`src/logic/slcs_consts.svh`:
```
// Address offsets, field positions and reset values of the serial line clock select glue.
`ifndef SLCS_CONSTS_SVH
`define SLCS_CONSTS_SVH
`define SLCS_OFS_V35_SEL 32'h0000_4000
`define SLCS_OFS_530_SEL 32'h0000_5000
`define SLCS_OFS_TXT_OUT 32'h0000_6000
`define SLCS_OFS_TXT_IN 32'h0000_7000
`define SLCS_OFS_STATUS 32'h0000_8000
`define SLCS_ADDR_BOARD_ID 32'hff70_0000
`define SLCS_STATUS_V35_BIT 0
`define SLCS_STATUS_TXT_IN_BIT 1
`define SLCS_RDATA_RESET 32'h0000_0000
`define SLCS_PORTS_DEFAULT 8
`endif

```
`src/logic/slcs_pkg.sv`:
```
// Types shared by the serial line clock select glue.
package slcs_pkg;
  // Line signalling standard applied to every port together.
  typedef enum logic {SLCS_IF_EIA530A, SLCS_IF_V35} slcs_iface_type;
  // Direction of the shared transmit timing signal.
  typedef enum logic {SLCS_TXT_OUTPUT, SLCS_TXT_INPUT} slcs_txdir_type;
  // One bus data word.
  typedef logic [31:0] slcs_word_type;
endpackage

```
`src/logic/slcs_sync.sv`:
```
// Two flip-flop synchroniser for a group of line inputs.
`timescale 1ns/1ps
`default_nettype none
module slcs_sync #(
  parameter int W = 1
) (
  input wire logic i_ref_clk, // System clock.
  input wire logic i_sys_rst, // Synchronous reset, active high.
  input wire logic [W-1:0] i_async, // Inputs from outside the clock domain.
  output logic [W-1:0] o_sync // Synchronised copies.
);
  logic [W-1:0] stage1_reg; // First stage, read only by the second stage.
  logic [W-1:0] stage2_reg; // Second stage, safe to use.

  // Both stages clear on reset and then shift the inputs in.
  always_ff @(posedge i_ref_clk) begin
    if (i_sys_rst) begin
      stage1_reg <= '0;
      stage2_reg <= '0;
    end else begin
      stage1_reg <= i_async;
      stage2_reg <= stage1_reg;
    end
  end

  assign o_sync = stage2_reg;
endmodule
`default_nettype wire

```
`src/logic/slcs_glue.sv`:
```
// Serial line clock select glue: interface select, timing direction, lamps and board id.
// Operation
// Reset makes transmit timing an output.
// Access at offset 7000 makes timing input.
// Access at offset 6000 makes timing output.
// One timing direction shared by all ports.
// Receive timing is always an input.
// Exactly one lamp shows selected interface.
// Read-only board id at FF700000.
// Ports behave as terminal equipment.
// Reset selects EIA-BALANCED_INTERFACE_LAMP signalling.
// Access at offset 4000 selects V.35.
// Access at offset 5000 selects EIA-BALANCED_INTERFACE_LAMP.
// Repeat accesses idempotent; select reads return zero.
`timescale 1ns/1ps
`default_nettype none
`include "slcs_consts.svh"
module slcs_glue #(
  parameter int N = `SLCS_PORTS_DEFAULT, // Number of serial ports.
  parameter logic [31:0] ADAPTER_WINDOW_BASE = 32'h0000_0000, // Base of the adapter window.
  parameter logic [31:0] BOARD_ID = 32'h5a3c_0001 // Board identification, arbitrary value.
) (
  input wire logic i_ref_clk, // System clock, 10 MHz.
  input wire logic i_sys_rst, // Synchronous reset, active high.
  input wire logic [31:0] i_addr, // Bus address.
  input wire logic [31:0] i_wdata, // Bus write data, ignored by this block.
  input wire logic i_wr, // Write strobe.
  input wire logic i_rd, // Read strobe.
  output logic [31:0] o_rdata, // Read data, one cycle after the read strobe.
  output logic o_v35_lamp, // V.35 indicator lamp.
  output logic o_balanced_interface_lamp, // EIA-BALANCED_INTERFACE_LAMP indicator lamp.
  input wire logic [N-1:0] i_ctl_tx_data, // Transmit data from the serial controller.
  input wire logic [N-1:0] i_ctl_send_request, // Request to send from the serial controller.
  input wire logic [N-1:0] i_ctl_tx_timing, // Transmit timing from the controller.
  output logic [N-1:0] o_ctl_tx_timing, // Transmit timing taken from the line.
  output logic [N-1:0] o_ctl_rx_data, // Received data to the controller.
  output logic [N-1:0] o_ctl_send_clear, // Clear to send to the controller.
  output logic [N-1:0] o_ctl_carrier_detect, // Carrier detect to the controller.
  output logic [N-1:0] o_ctl_rx_timing, // Receive timing to the controller.
  output logic [N-1:0] o_ctl_rx_timing_rise, // One-cycle pulse on a rising receive timing edge.
  output logic [N-1:0] o_tx_serial_pos, // Transmit data, true side.
  output logic [N-1:0] o_tx_serial_neg, // Transmit data, inverted side.
  output logic [N-1:0] o_send_request_pos, // Request to send, true side.
  output logic [N-1:0] o_send_request_neg, // Request to send, inverted side.
  input wire logic [N-1:0] i_tx_timing_pos, // Transmit timing pin level, true side.
  input wire logic [N-1:0] i_tx_timing_neg, // Transmit timing pin level, inverted side.
  output logic [N-1:0] o_tx_timing_pos, // Transmit timing drive, true side.
  output logic [N-1:0] o_tx_timing_neg, // Transmit timing drive, inverted side.
  output logic [N-1:0] o_tx_timing_oe_n, // Transmit timing enable, low while driving.
  input wire logic [N-1:0] i_rx_timing_pos, // Receive timing, true side.
  input wire logic [N-1:0] i_rx_timing_neg, // Receive timing, inverted side.
  input wire logic [N-1:0] i_rx_serial_pos, // Receive data, true side.
  input wire logic [N-1:0] i_rx_serial_neg, // Receive data, inverted side.
  input wire logic [N-1:0] i_send_clear_pos, // Clear to send, true side.
  input wire logic [N-1:0] i_send_clear_neg, // Clear to send, inverted side.
  input wire logic [N-1:0] i_carrier_detect_pos, // Carrier detect, true side.
  input wire logic [N-1:0] i_carrier_detect_neg // Carrier detect, inverted side.
);
  // The whole state of the block.
  typedef struct packed {
    slcs_pkg::slcs_iface_type iface; // Selected line signalling.
    slcs_pkg::slcs_txdir_type txdir; // Shared transmit timing direction.
    slcs_pkg::slcs_word_type rdata; // Read data register.
    logic lamp_v35; // V.35 lamp drive.
    logic lamp_530; // EIA-BALANCED_INTERFACE_LAMP lamp drive.
    logic [N-1:0] tx_ser_pos; // Transmit data drive, true side.
    logic [N-1:0] tx_ser_neg; // Transmit data drive, inverted side.
    logic [N-1:0] req_pos; // Request to send, true side.
    logic [N-1:0] req_neg; // Request to send, inverted side.
    logic [N-1:0] txt_pos; // Transmit timing drive, true side.
    logic [N-1:0] txt_neg; // Transmit timing drive, inverted side.
    logic [N-1:0] txt_oe_n; // Transmit timing enable, low while driving.
    logic [N-1:0] ctl_txt; // Line transmit timing to the controller.
    logic [N-1:0] ctl_rxd; // Received data to the controller.
    logic [N-1:0] ctl_cts; // Clear to send to the controller.
    logic [N-1:0] ctl_dcd; // Carrier detect to the controller.
    logic [N-1:0] ctl_rxt; // Receive timing to the controller.
    logic [N-1:0] ctl_rise; // Receive timing rising edge pulse.
  } slcs_state_type;

  slcs_state_type state_reg; // Registered state.
  slcs_state_type state_next; // Next state.

  logic [10*N-1:0] line_sync; // All line inputs after two flip-flops.
  logic [N-1:0] s_txt_pos; // Synchronised transmit timing, true side.
  logic [N-1:0] s_txt_neg; // Synchronised transmit timing, inverted side.
  logic [N-1:0] s_rxt_pos; // Synchronised receive timing, true side.
  logic [N-1:0] s_rxt_neg; // Synchronised receive timing, inverted side.
  logic [N-1:0] s_rxd_pos; // Synchronised receive data, true side.
  logic [N-1:0] s_rxd_neg; // Synchronised receive data, inverted side.
  logic [N-1:0] s_cts_pos; // Synchronised clear to send, true side.
  logic [N-1:0] s_cts_neg; // Synchronised clear to send, inverted side.
  logic [N-1:0] s_dcd_pos; // Synchronised carrier detect, true side.
  logic [N-1:0] s_dcd_neg; // Synchronised carrier detect, inverted side.
  logic access; // A read or write strobe is present.

  // Every line input passes two flip-flops before any logic reads it.
  slcs_sync #(
    .W(10*N)
  ) u_line_sync (
    .i_ref_clk(i_ref_clk),
    .i_sys_rst(i_sys_rst),
    .i_async({i_tx_timing_pos, i_tx_timing_neg, i_rx_timing_pos, i_rx_timing_neg,
              i_rx_serial_pos, i_rx_serial_neg, i_send_clear_pos, i_send_clear_neg,
              i_carrier_detect_pos, i_carrier_detect_neg}),
    .o_sync(line_sync)
  );

  assign {s_txt_pos, s_txt_neg, s_rxt_pos, s_rxt_neg, s_rxd_pos, s_rxd_neg,
          s_cts_pos, s_cts_neg, s_dcd_pos, s_dcd_neg} = line_sync;
  assign access = i_wr | i_rd;

  // Decodes bus accesses and computes all line and controller outputs.
  always_comb begin
    state_next = state_reg;
    state_next.rdata = `SLCS_RDATA_RESET;
    // Address decode: any access to a select offset changes the shared setting.
    if (access && i_addr == ADAPTER_WINDOW_BASE + `SLCS_OFS_V35_SEL) begin
      state_next.iface = slcs_pkg::SLCS_IF_V35;
    end else if (access && i_addr == ADAPTER_WINDOW_BASE + `SLCS_OFS_530_SEL) begin
      state_next.iface = slcs_pkg::SLCS_IF_EIA530A;
    end else if (access && i_addr == ADAPTER_WINDOW_BASE + `SLCS_OFS_TXT_OUT) begin
      state_next.txdir = slcs_pkg::SLCS_TXT_OUTPUT;
    end else if (access && i_addr == ADAPTER_WINDOW_BASE + `SLCS_OFS_TXT_IN) begin
      state_next.txdir = slcs_pkg::SLCS_TXT_INPUT;
    end else if (i_rd && i_addr == ADAPTER_WINDOW_BASE + `SLCS_OFS_STATUS) begin
      // Status read shows the current selections.
      state_next.rdata[`SLCS_STATUS_V35_BIT] = (state_reg.iface == slcs_pkg::SLCS_IF_V35);
      state_next.rdata[`SLCS_STATUS_TXT_IN_BIT] = (state_reg.txdir == slcs_pkg::SLCS_TXT_INPUT);
    end else if (i_rd && i_addr == `SLCS_ADDR_BOARD_ID) begin
      // Board id is fixed; a write to it decodes to nothing.
      state_next.rdata = BOARD_ID;
    end
    // Lamps follow the registered selection, one lit at a time.
    state_next.lamp_v35 = (state_next.iface == slcs_pkg::SLCS_IF_V35);
    state_next.lamp_530 = (state_next.iface == slcs_pkg::SLCS_IF_EIA530A);
    // Terminal equipment: drive data and request, receive the rest.
    state_next.tx_ser_pos = i_ctl_tx_data;
    state_next.tx_ser_neg = ~i_ctl_tx_data;
    state_next.req_pos = i_ctl_send_request;
    if (state_next.iface == slcs_pkg::SLCS_IF_V35) begin
      // V.35 control signals are single ended on the true side.
      state_next.req_neg = '0;
      state_next.ctl_cts = s_cts_pos;
      state_next.ctl_dcd = s_dcd_pos;
    end else begin
      // EIA-BALANCED_INTERFACE_LAMP is balanced for every signal.
      state_next.req_neg = ~i_ctl_send_request;
      state_next.ctl_cts = s_cts_pos & ~s_cts_neg;
      state_next.ctl_dcd = s_dcd_pos & ~s_dcd_neg;
    end
    state_next.ctl_rxd = s_rxd_pos & ~s_rxd_neg;
    // Receive timing is only ever read from the line; its rising edges are found here.
    state_next.ctl_rxt = s_rxt_pos & ~s_rxt_neg;
    state_next.ctl_rise = state_next.ctl_rxt & ~state_reg.ctl_rxt;
    // One direction bit steers the transmit timing pins of every port.
    if (state_next.txdir == slcs_pkg::SLCS_TXT_OUTPUT) begin
      state_next.txt_oe_n = '0;
      state_next.txt_pos = i_ctl_tx_timing;
      state_next.txt_neg = ~i_ctl_tx_timing;
      state_next.ctl_txt = '0;
    end else begin
      state_next.txt_oe_n = '1;
      state_next.txt_pos = '0;
      state_next.txt_neg = '0;
      state_next.ctl_txt = s_txt_pos & ~s_txt_neg;
    end
  end

  // Registers the state; reset selects EIA-BALANCED_INTERFACE_LAMP and driven transmit timing.
  always_ff @(posedge i_ref_clk) begin
    if (i_sys_rst) begin
      state_reg <= '0;
      state_reg.iface <= slcs_pkg::SLCS_IF_EIA530A;
      state_reg.txdir <= slcs_pkg::SLCS_TXT_OUTPUT;
      state_reg.lamp_530 <= 1'b1;
      state_reg.tx_ser_neg <= '1;
      state_reg.req_neg <= '1;
      state_reg.txt_neg <= '1;
      state_reg.txt_oe_n <= '0;
    end else begin
      state_reg <= state_next;
    end
  end

  // Outputs come straight from the state register.
  assign o_rdata = state_reg.rdata;
  assign o_v35_lamp = state_reg.lamp_v35;
  assign o_balanced_interface_lamp = state_reg.lamp_530;
  assign o_ctl_tx_timing = state_reg.ctl_txt;
  assign o_ctl_rx_data = state_reg.ctl_rxd;
  assign o_ctl_send_clear = state_reg.ctl_cts;
  assign o_ctl_carrier_detect = state_reg.ctl_dcd;
  assign o_ctl_rx_timing = state_reg.ctl_rxt;
  assign o_ctl_rx_timing_rise = state_reg.ctl_rise;
  assign o_tx_serial_pos = state_reg.tx_ser_pos;
  assign o_tx_serial_neg = state_reg.tx_ser_neg;
  assign o_send_request_pos = state_reg.req_pos;
  assign o_send_request_neg = state_reg.req_neg;
  assign o_tx_timing_pos = state_reg.txt_pos;
  assign o_tx_timing_neg = state_reg.txt_neg;
  assign o_tx_timing_oe_n = state_reg.txt_oe_n;
endmodule
`default_nettype wire

```
`config.mk`:
```
export PLATFORM = sky130hd
export DESIGN_NAME = slcs_glue
export DESIGN_NICKNAME = d
export VERILOG_FILES = /design/src/logic/slcs_pkg.sv /design/src/logic/slcs_sync.sv /design/src/logic/slcs_glue.sv
export VERILOG_INCLUDE_DIRS = /design/src /design/src/logic
export SDC_FILE = /design/constraint.sdc
export NUM_CORES = 1
export LEC_CHECK = 0
export ABC_CLOCK_PERIOD_IN_PS = 1800
export BUFFER_PORTS_ARGS = -buffer_cell sky130_fd_sc_hd__buf_2
export CORE_MARGIN = 8
export CORE_UTILIZATION = 43
export CTS_CLUSTER_DIAMETER = 120
export CTS_CLUSTER_SIZE = 40
export DETAILED_ROUTE_END_ITERATION = 6
export GPL_ROUTABILITY_DRIVEN = 0
export PLACE_DENSITY = 0.75
export SETUP_SLACK_MARGIN = 0.05
export SLEW_MARGIN = 30
export SYNTH_ARGS = -nofsm -noshare
export SYNTH_HDL_FRONTEND = slang
export SYNTH_SLANG_ARGS = --single-unit
```
`constraint.sdc`:
```
create_clock -name i_ref_clk -period 1.8 [get_ports i_ref_clk]
set_input_delay 0 -clock i_ref_clk [delete_from_list [all_inputs] [get_ports i_ref_clk]]
set_output_delay 0 -clock i_ref_clk [all_outputs]
set_load 0.02 [all_outputs]
```
After elaboration in Yosys (flattened, before gate mapping)
Cells that the tools add are included.
{ "classes": {"n_mux": 14, "n_reduce_logical": 10, "eq_ne": 6, "n_bitwise": 18} }
{ "ops": {"columns": ["op", "count"], "rows": [
  ["equality test 32 x 15 -> 1 bit (second input constant)", 4],
  ["inverter 8 bit", 9],
  ["2-to-1 mux 33 bit", 2],
  ["2-to-1 mux 32 bit", 2],
  ["AND 8 bit", 6],
  ["equality test 32 x 16 -> 1 bit (second input constant)", 1],
  ["equality test 32 bit (second input constant)", 1],
  ["2-to-1 mux 31 bit", 1],
  ["2-to-1 mux 29 bit", 1],
  ["2-to-1 mux 24 bit", 1],
  ["2-to-1 mux 16 bit", 1],
  ["2-to-1 mux 8 bit", 1],
  ["logical AND 1 bit", 6],
  ["OR reduction 6 bit", 1],
  ["OR reduction 5 bit", 1],
  ["2-to-1 mux 1 bit", 4],
  ["OR reduction 2 bit", 2],
  ["2-to-1 mux 2 bit", 1],
  ["inverter 1 bit", 2],
  ["OR 1 bit", 1]
]} }
{ "word_totals": {"output_inout_bits": 138, "ff_bits": 299, "in_bits": 172} }

Longest topological paths before layout
{ "logic_depth": {"ltp_word": 10, "ltp_mapped": 6, "mapped_depth_nobuf": 4} }

Cells and area by module
Synthesis repeated with hierarchy kept, for this count alone.
{ "unflattened": {"hier_cells": 635, "hier_area_um2": 7757.4} }
{ "by_module_without_submodules": {"columns": ["module", "n_inst", "cells_each", "area_per_inst_um2"], "rows": [
  ["slcs_sync", 1, 337, 4306.6],
  ["slcs_glue", 1, 298, 3450.8]
]} }

Least setup slack after synthesis
Ideal clock, no wire load.
{ "synth_timing": {"kind": "input to register", "start": "input i_addr[9]", "end": "register state_reg, in the netlist o_tx_timing_pos[6]", "setup_slack_ns": -0.132, "path_stages": 6, "required_ns": 1.685, "arrival_ns": 1.817, "setup_time_ns": 0.115, "path_cell_list": "or4_4 -> or4_1 -> or3_1 -> clkbuf_2 -> buf_6 -> and4_4"} }
{ "synth_between": {"elab_chain_len": 7} }
{ "synth_rtl": {"columns": ["element", "line", "rtl"], "rows": [
  ["start, declared", "slcs_glue.sv:25", "input wire logic [31:0] i_addr,"],
  ["equality test 32 x 15 -> 1 bit (no line)", null, null],
  ["logical AND 1 bit (no line)", null, null],
  ["2-to-1 mux 1 bit", "slcs_glue.sv:124", "end else if (access && i_addr == ADAPTER_WINDOW_BASE + `SLCS_OFS_TXT_IN) begin"],
  ["2-to-1 mux 1 bit", "slcs_glue.sv:122", "end else if (access && i_addr == ADAPTER_WINDOW_BASE + `SLCS_OFS_TXT_OUT) begin"],
  ["2-to-1 mux 33 bit", "slcs_glue.sv:120", "end else if (access && i_addr == ADAPTER_WINDOW_BASE + `SLCS_OFS_530_SEL) begin"],
  ["2-to-1 mux 33 bit *", "slcs_glue.sv:118", "if (access && i_addr == ADAPTER_WINDOW_BASE + `SLCS_OFS_V35_SEL) begin"],
  ["OR reduction 2 bit (no line) *", null, null],
  ["end signal, assigned", "slcs_glue.sv:182", "state_reg <= state_next;"],
  ["end, declared", "slcs_glue.sv:81", "slcs_state_type state_reg;"]
]} }
Mark *: on every way between the ends. The rest lies on a longest branch, timed or not.
A chain may end at the register's enable or synchronous reset.

Worst setup path in the final report
{ "layout_timing": {"start": "input i_addr[28]", "end": "register state_reg, in the netlist o_rdata[1]"} }
{ "layout_between": {"elab_chain_len": 3} }
{ "layout_rtl": {"columns": ["element"], "rows": [
  ["equality test 32 x 15 -> 1 bit (no line) / equality test 32 x 16 -> 1 bit (equally long branches)"],
  ["logical AND 1 bit (no line)"],
  ["OR reduction 5 bit (no line) / 2-to-1 mux 2 bit (equally long branches)"]
]} }
Parallel ways exist; a longest one is shown, timed or not.

==> flow_results.org <==
** Global route
- Leftover overflow at the end of global routing :: 0
- First-pass GRT wire length :: 28080 um
- Overall routing resource usage :: between 10% and 20%
- Largest net degree at the start of global routing :: 99
- Vias in the first global route :: ~5600
- The initial antenna violation count is 1.

** Power and ir drop
- The completed layout was analyzed and its total power is 9.812 mW.
- P per Cell Area :: a little over 900 mW/mm^2
- In this run the static leakage power is approximately 4.8 nW.
- IR analysis of the VDD net gives a maximum drop of 0.8650 mV.

** Yosys
- Synthesis produced between 600 and 700 cells.
- Distinct cells, synth :: 34
- A synthesized cell averages 11.54 um^2.
- Fraction of the yosys area taken by sequential cells :: 67.73%
- Yosys printed 0 warnings.
- The synthesized netlist occupies a cell area of ~0.0077 mm^2.
- Flops & latches, synth :: about 260

** Routing
- Routed wirelength normalized by instance count :: between 10 and 15 um
- Dividing the detail-routed via count by the number of cells gives approximately 4.4.
- Across all layers, the routed design uses roughly 5500 vias.
- Number of detailed-routing iterations run before antenna repair :: 4
- DRC errors left :: 0
- Iteration-0 DRC count of the detailed router :: 144
- Routed Antenna Nets :: 0
- Total length of routed wires :: about 18000 um

** STA
- Max Fclk :: 0.5800 GHz
- Hold timing on the final database bottoms out at a slack of 0.02036 ns.
- Final hold vios :: 0
- The number of slew-limit violations in the final report came to 0.
- Setup violations remaining at the end of the flow were counted as 0.
- The worst path uses roughly 96% of the clock period.
- Worst Skew :: 0.01467 ns
- Setup repair after global routing missed its margin :: yes
- Counting I/O delays and the setup requirement, the final critical path takes 1.724 ns.

** Clocking
- TritonCTS built the clock tree.
- Clk Tree Root Cell :: sky130_fd_sc_hd__clkbuf_16
- Clock sink count :: ~260
- After clock tree synthesis, the clock-pin slew on the worst setup and hold paths is approximately 0.14 ns.
- The later pin in the worst-skew pair is clocked with a latency of 0.48 ns.
- Number of H-tree levels :: 1
- Maximum buffer depth of the clock tree :: 3
- Buffers inserted during clock tree synthesis total 10.

** Final layout
- The sequential cells in the finished layout cover a total of roughly 0.0052 mm^2.
- For this run, the share of the core covered by cells in the final layout is 59.93%.
- Relative to the synthesized area, the layout overhead comes to 38.07%.
- For this run, the post-layout net count is 1198.
- Filler Cells Inserted :: 1416
- The library cell used most frequently in the layout, excluding fill and tap cells, is sky130_fd_sc_hd__dfxtp_1.
- Summing all multi-input logic gate instances after layout gives 0.002057 mm^2.
- The library cells used most frequently in the layout, excluding fill and tap cells, are sky130_fd_sc_hd__dfxtp_1, sky130_fd_sc_hd__buf_2, sky130_fd_sc_hd__nor2b_1, sky130_fd_sc_hd__dlygate4sd3_1, sky130_fd_sc_hd__inv_1.
- Post-Layout Cell Count :: 1256
- In the final layout, the share of cells above drive strength 1 is 28.95%.

** Hold path
- The min-delay analysis places its worst path in the category input pin to register.
- Worst Hold Path Cells :: 5

** Worst setup path
- Depth of the worst register-to-register path :: 2
- In this design, the stage delay of the slowest critical-path cell is between 0.5 and 0.6 ns.
- STA puts the critical path data arrival time at approximately 2.1 ns.
- Cell type with the highest occurrence count on the critical path :: sky130_fd_sc_hd__dlygate4sd3_1
- Traced cell by cell, the critical path runs through dlygate4sd3_1 -> buf_2 -> nor4_1 -> and3_1 -> nand3_1 -> dlygate4sd3_1 -> nor4b_1.
- Endpoint required time on the critical path :: ~2.2 ns
- The setup path with the least slack is of type input pin to register.
- Endpoint class of the critical path :: register
- On the critical path, the stage with the largest delay is an instance of sky130_fd_sc_hd__dlygate4sd3_1.
- The worst setup path is launched from an input pin.
- Crit path max fanout :: 3

** Placement
- Once detailed placement completed, the half-perimeter wirelength came to roughly 12000 um.
- Number of cells after detailed placement :: between 1000 and 1500
- Input and output buffers added on the ports amount to 255.

** Die
- Pin placement for this block handled 310 I/O pins.
- Std-Cell Rows :: 49
- The floorplan step defined a die boundary enclosing 0.02256 mm^2.
- The region available for standard cell placement spans 0.01784 mm^2.
- Initial Utilization :: 43.40%
- Vertical die dimension :: ~150 um
- Die extent in x :: 150.2 um

** Flow run
- Across the run, the number of max-cap violations was 0.

** Outcome
- The run finished with clean final reports.
==> report_power, final <==
part	switching (mW)	leakage, nW	internal [mW]
Clock	1.67	0.145	1.14
Sequential	0.0553	2.16	6.04
Combinational	0.432	2.51	0.473
Total	2.16	4.82	7.66
==> final cells by class <==
class	instances	area share, %
tap	229	2.680
sequential	262	49.06
timing repair buffer	392	25.08
inverter	33	1.159
multi-input combinational	327	19.24
clock buffer	11	2.575
clock inverter	1	0.1872
antenna	1	0.02341
==> path summary, 6_finish.rpt <==
kind / to / start / slack, ns
hold / removal: o_rdata[0] / i_addr[29] / 0.02
setup / recovery: o_rdata[1] / i_addr[28] / 0.08
hold reg to reg: o_ctl_rx_data[1] / u_line_sync.o_sync[33] / 0.39
setup reg to reg: o_tx_timing_neg[0] / o_tx_timing_oe_n[6] / 0.56
==> critical path, delay by kind of cell <==
kind,cells,cell delay (ns)
buffers and inverters,3,1.25
AND/OR/NAND/NOR,4,0.86
==> layer usage <==
layer  global-route usage (%)  part of all wire, %  vias up
met5                        0                    0        -
met4                    5.097                  2.3        0
met3                    4.238                  9.1       28
met2                    28.69                   51      203
met1                    16.26                   38     2525
li1                         -                    -     2774
==> cells in the mapped netlist, drive strengths merged <==
cell type / instances / area share, %
nor4: 4 / 0.32
nand4: 5 / 0.40
or4b: 1 / 0.13
nor2b: 168 / 14
o31a: 1 / 0.11
nand2b: 1 / 0.081
nand2: 17 / 0.82
nor4b: 1 / 0.11
nor3b: 16 / 1.6
or3: 2 / 0.16
a311oi: 16 / 1.8
a21oi: 11 / 0.71
buf: 44 / 4.1
a31o: 8 / 0.90
a21o: 1 / 0.097
inv: 33 / 1.6
clkbuf: 26 / 1.3
o31ai: 10 / 1.3
and4: 9 / 1.1
dfxtp: 262 / 68
conb: 1 / 0.048
and3: 1 / 0.081
nor3: 4 / 0.26
nand3: 3 / 0.19
or4: 4 / 0.44
nor2: 21 / 1.0
nand4b: 1 / 0.11
==> cell families (layout without fill, tap and decap cells) <==
group,count (synthesis),count (layout),share of synthesized area [%]
buffers and inverters,103,437,6.948
other,1,23,0.04843
AND/OR/NAND/NOR,258,258,20.31
AO/OA/AOI/OAI,47,47,4.960
flip-flops,262,262,67.73
==> through the flow <==
stage               setup TNS [ns]  worst slack (ns)  area, um^2
CTS                              0           0.05746       10660
floorplan                  -0.1414          -0.01394        7835
finish                           0           0.07594       10690
global route                     0         0.0004643       10690
detailed placement          -6.310           -0.1868        9141
global placement            -5.275           -0.1614        9141
==> repair_timing <==
item                                    CTS  global route
gates resized for setup                   0             3
endpoints found under the setup margin    0             9
buffers inserted                          0             1
hold endpoints to repair                137             2
hold buffers                            122             2
Power figures use the tool's default switching activity.
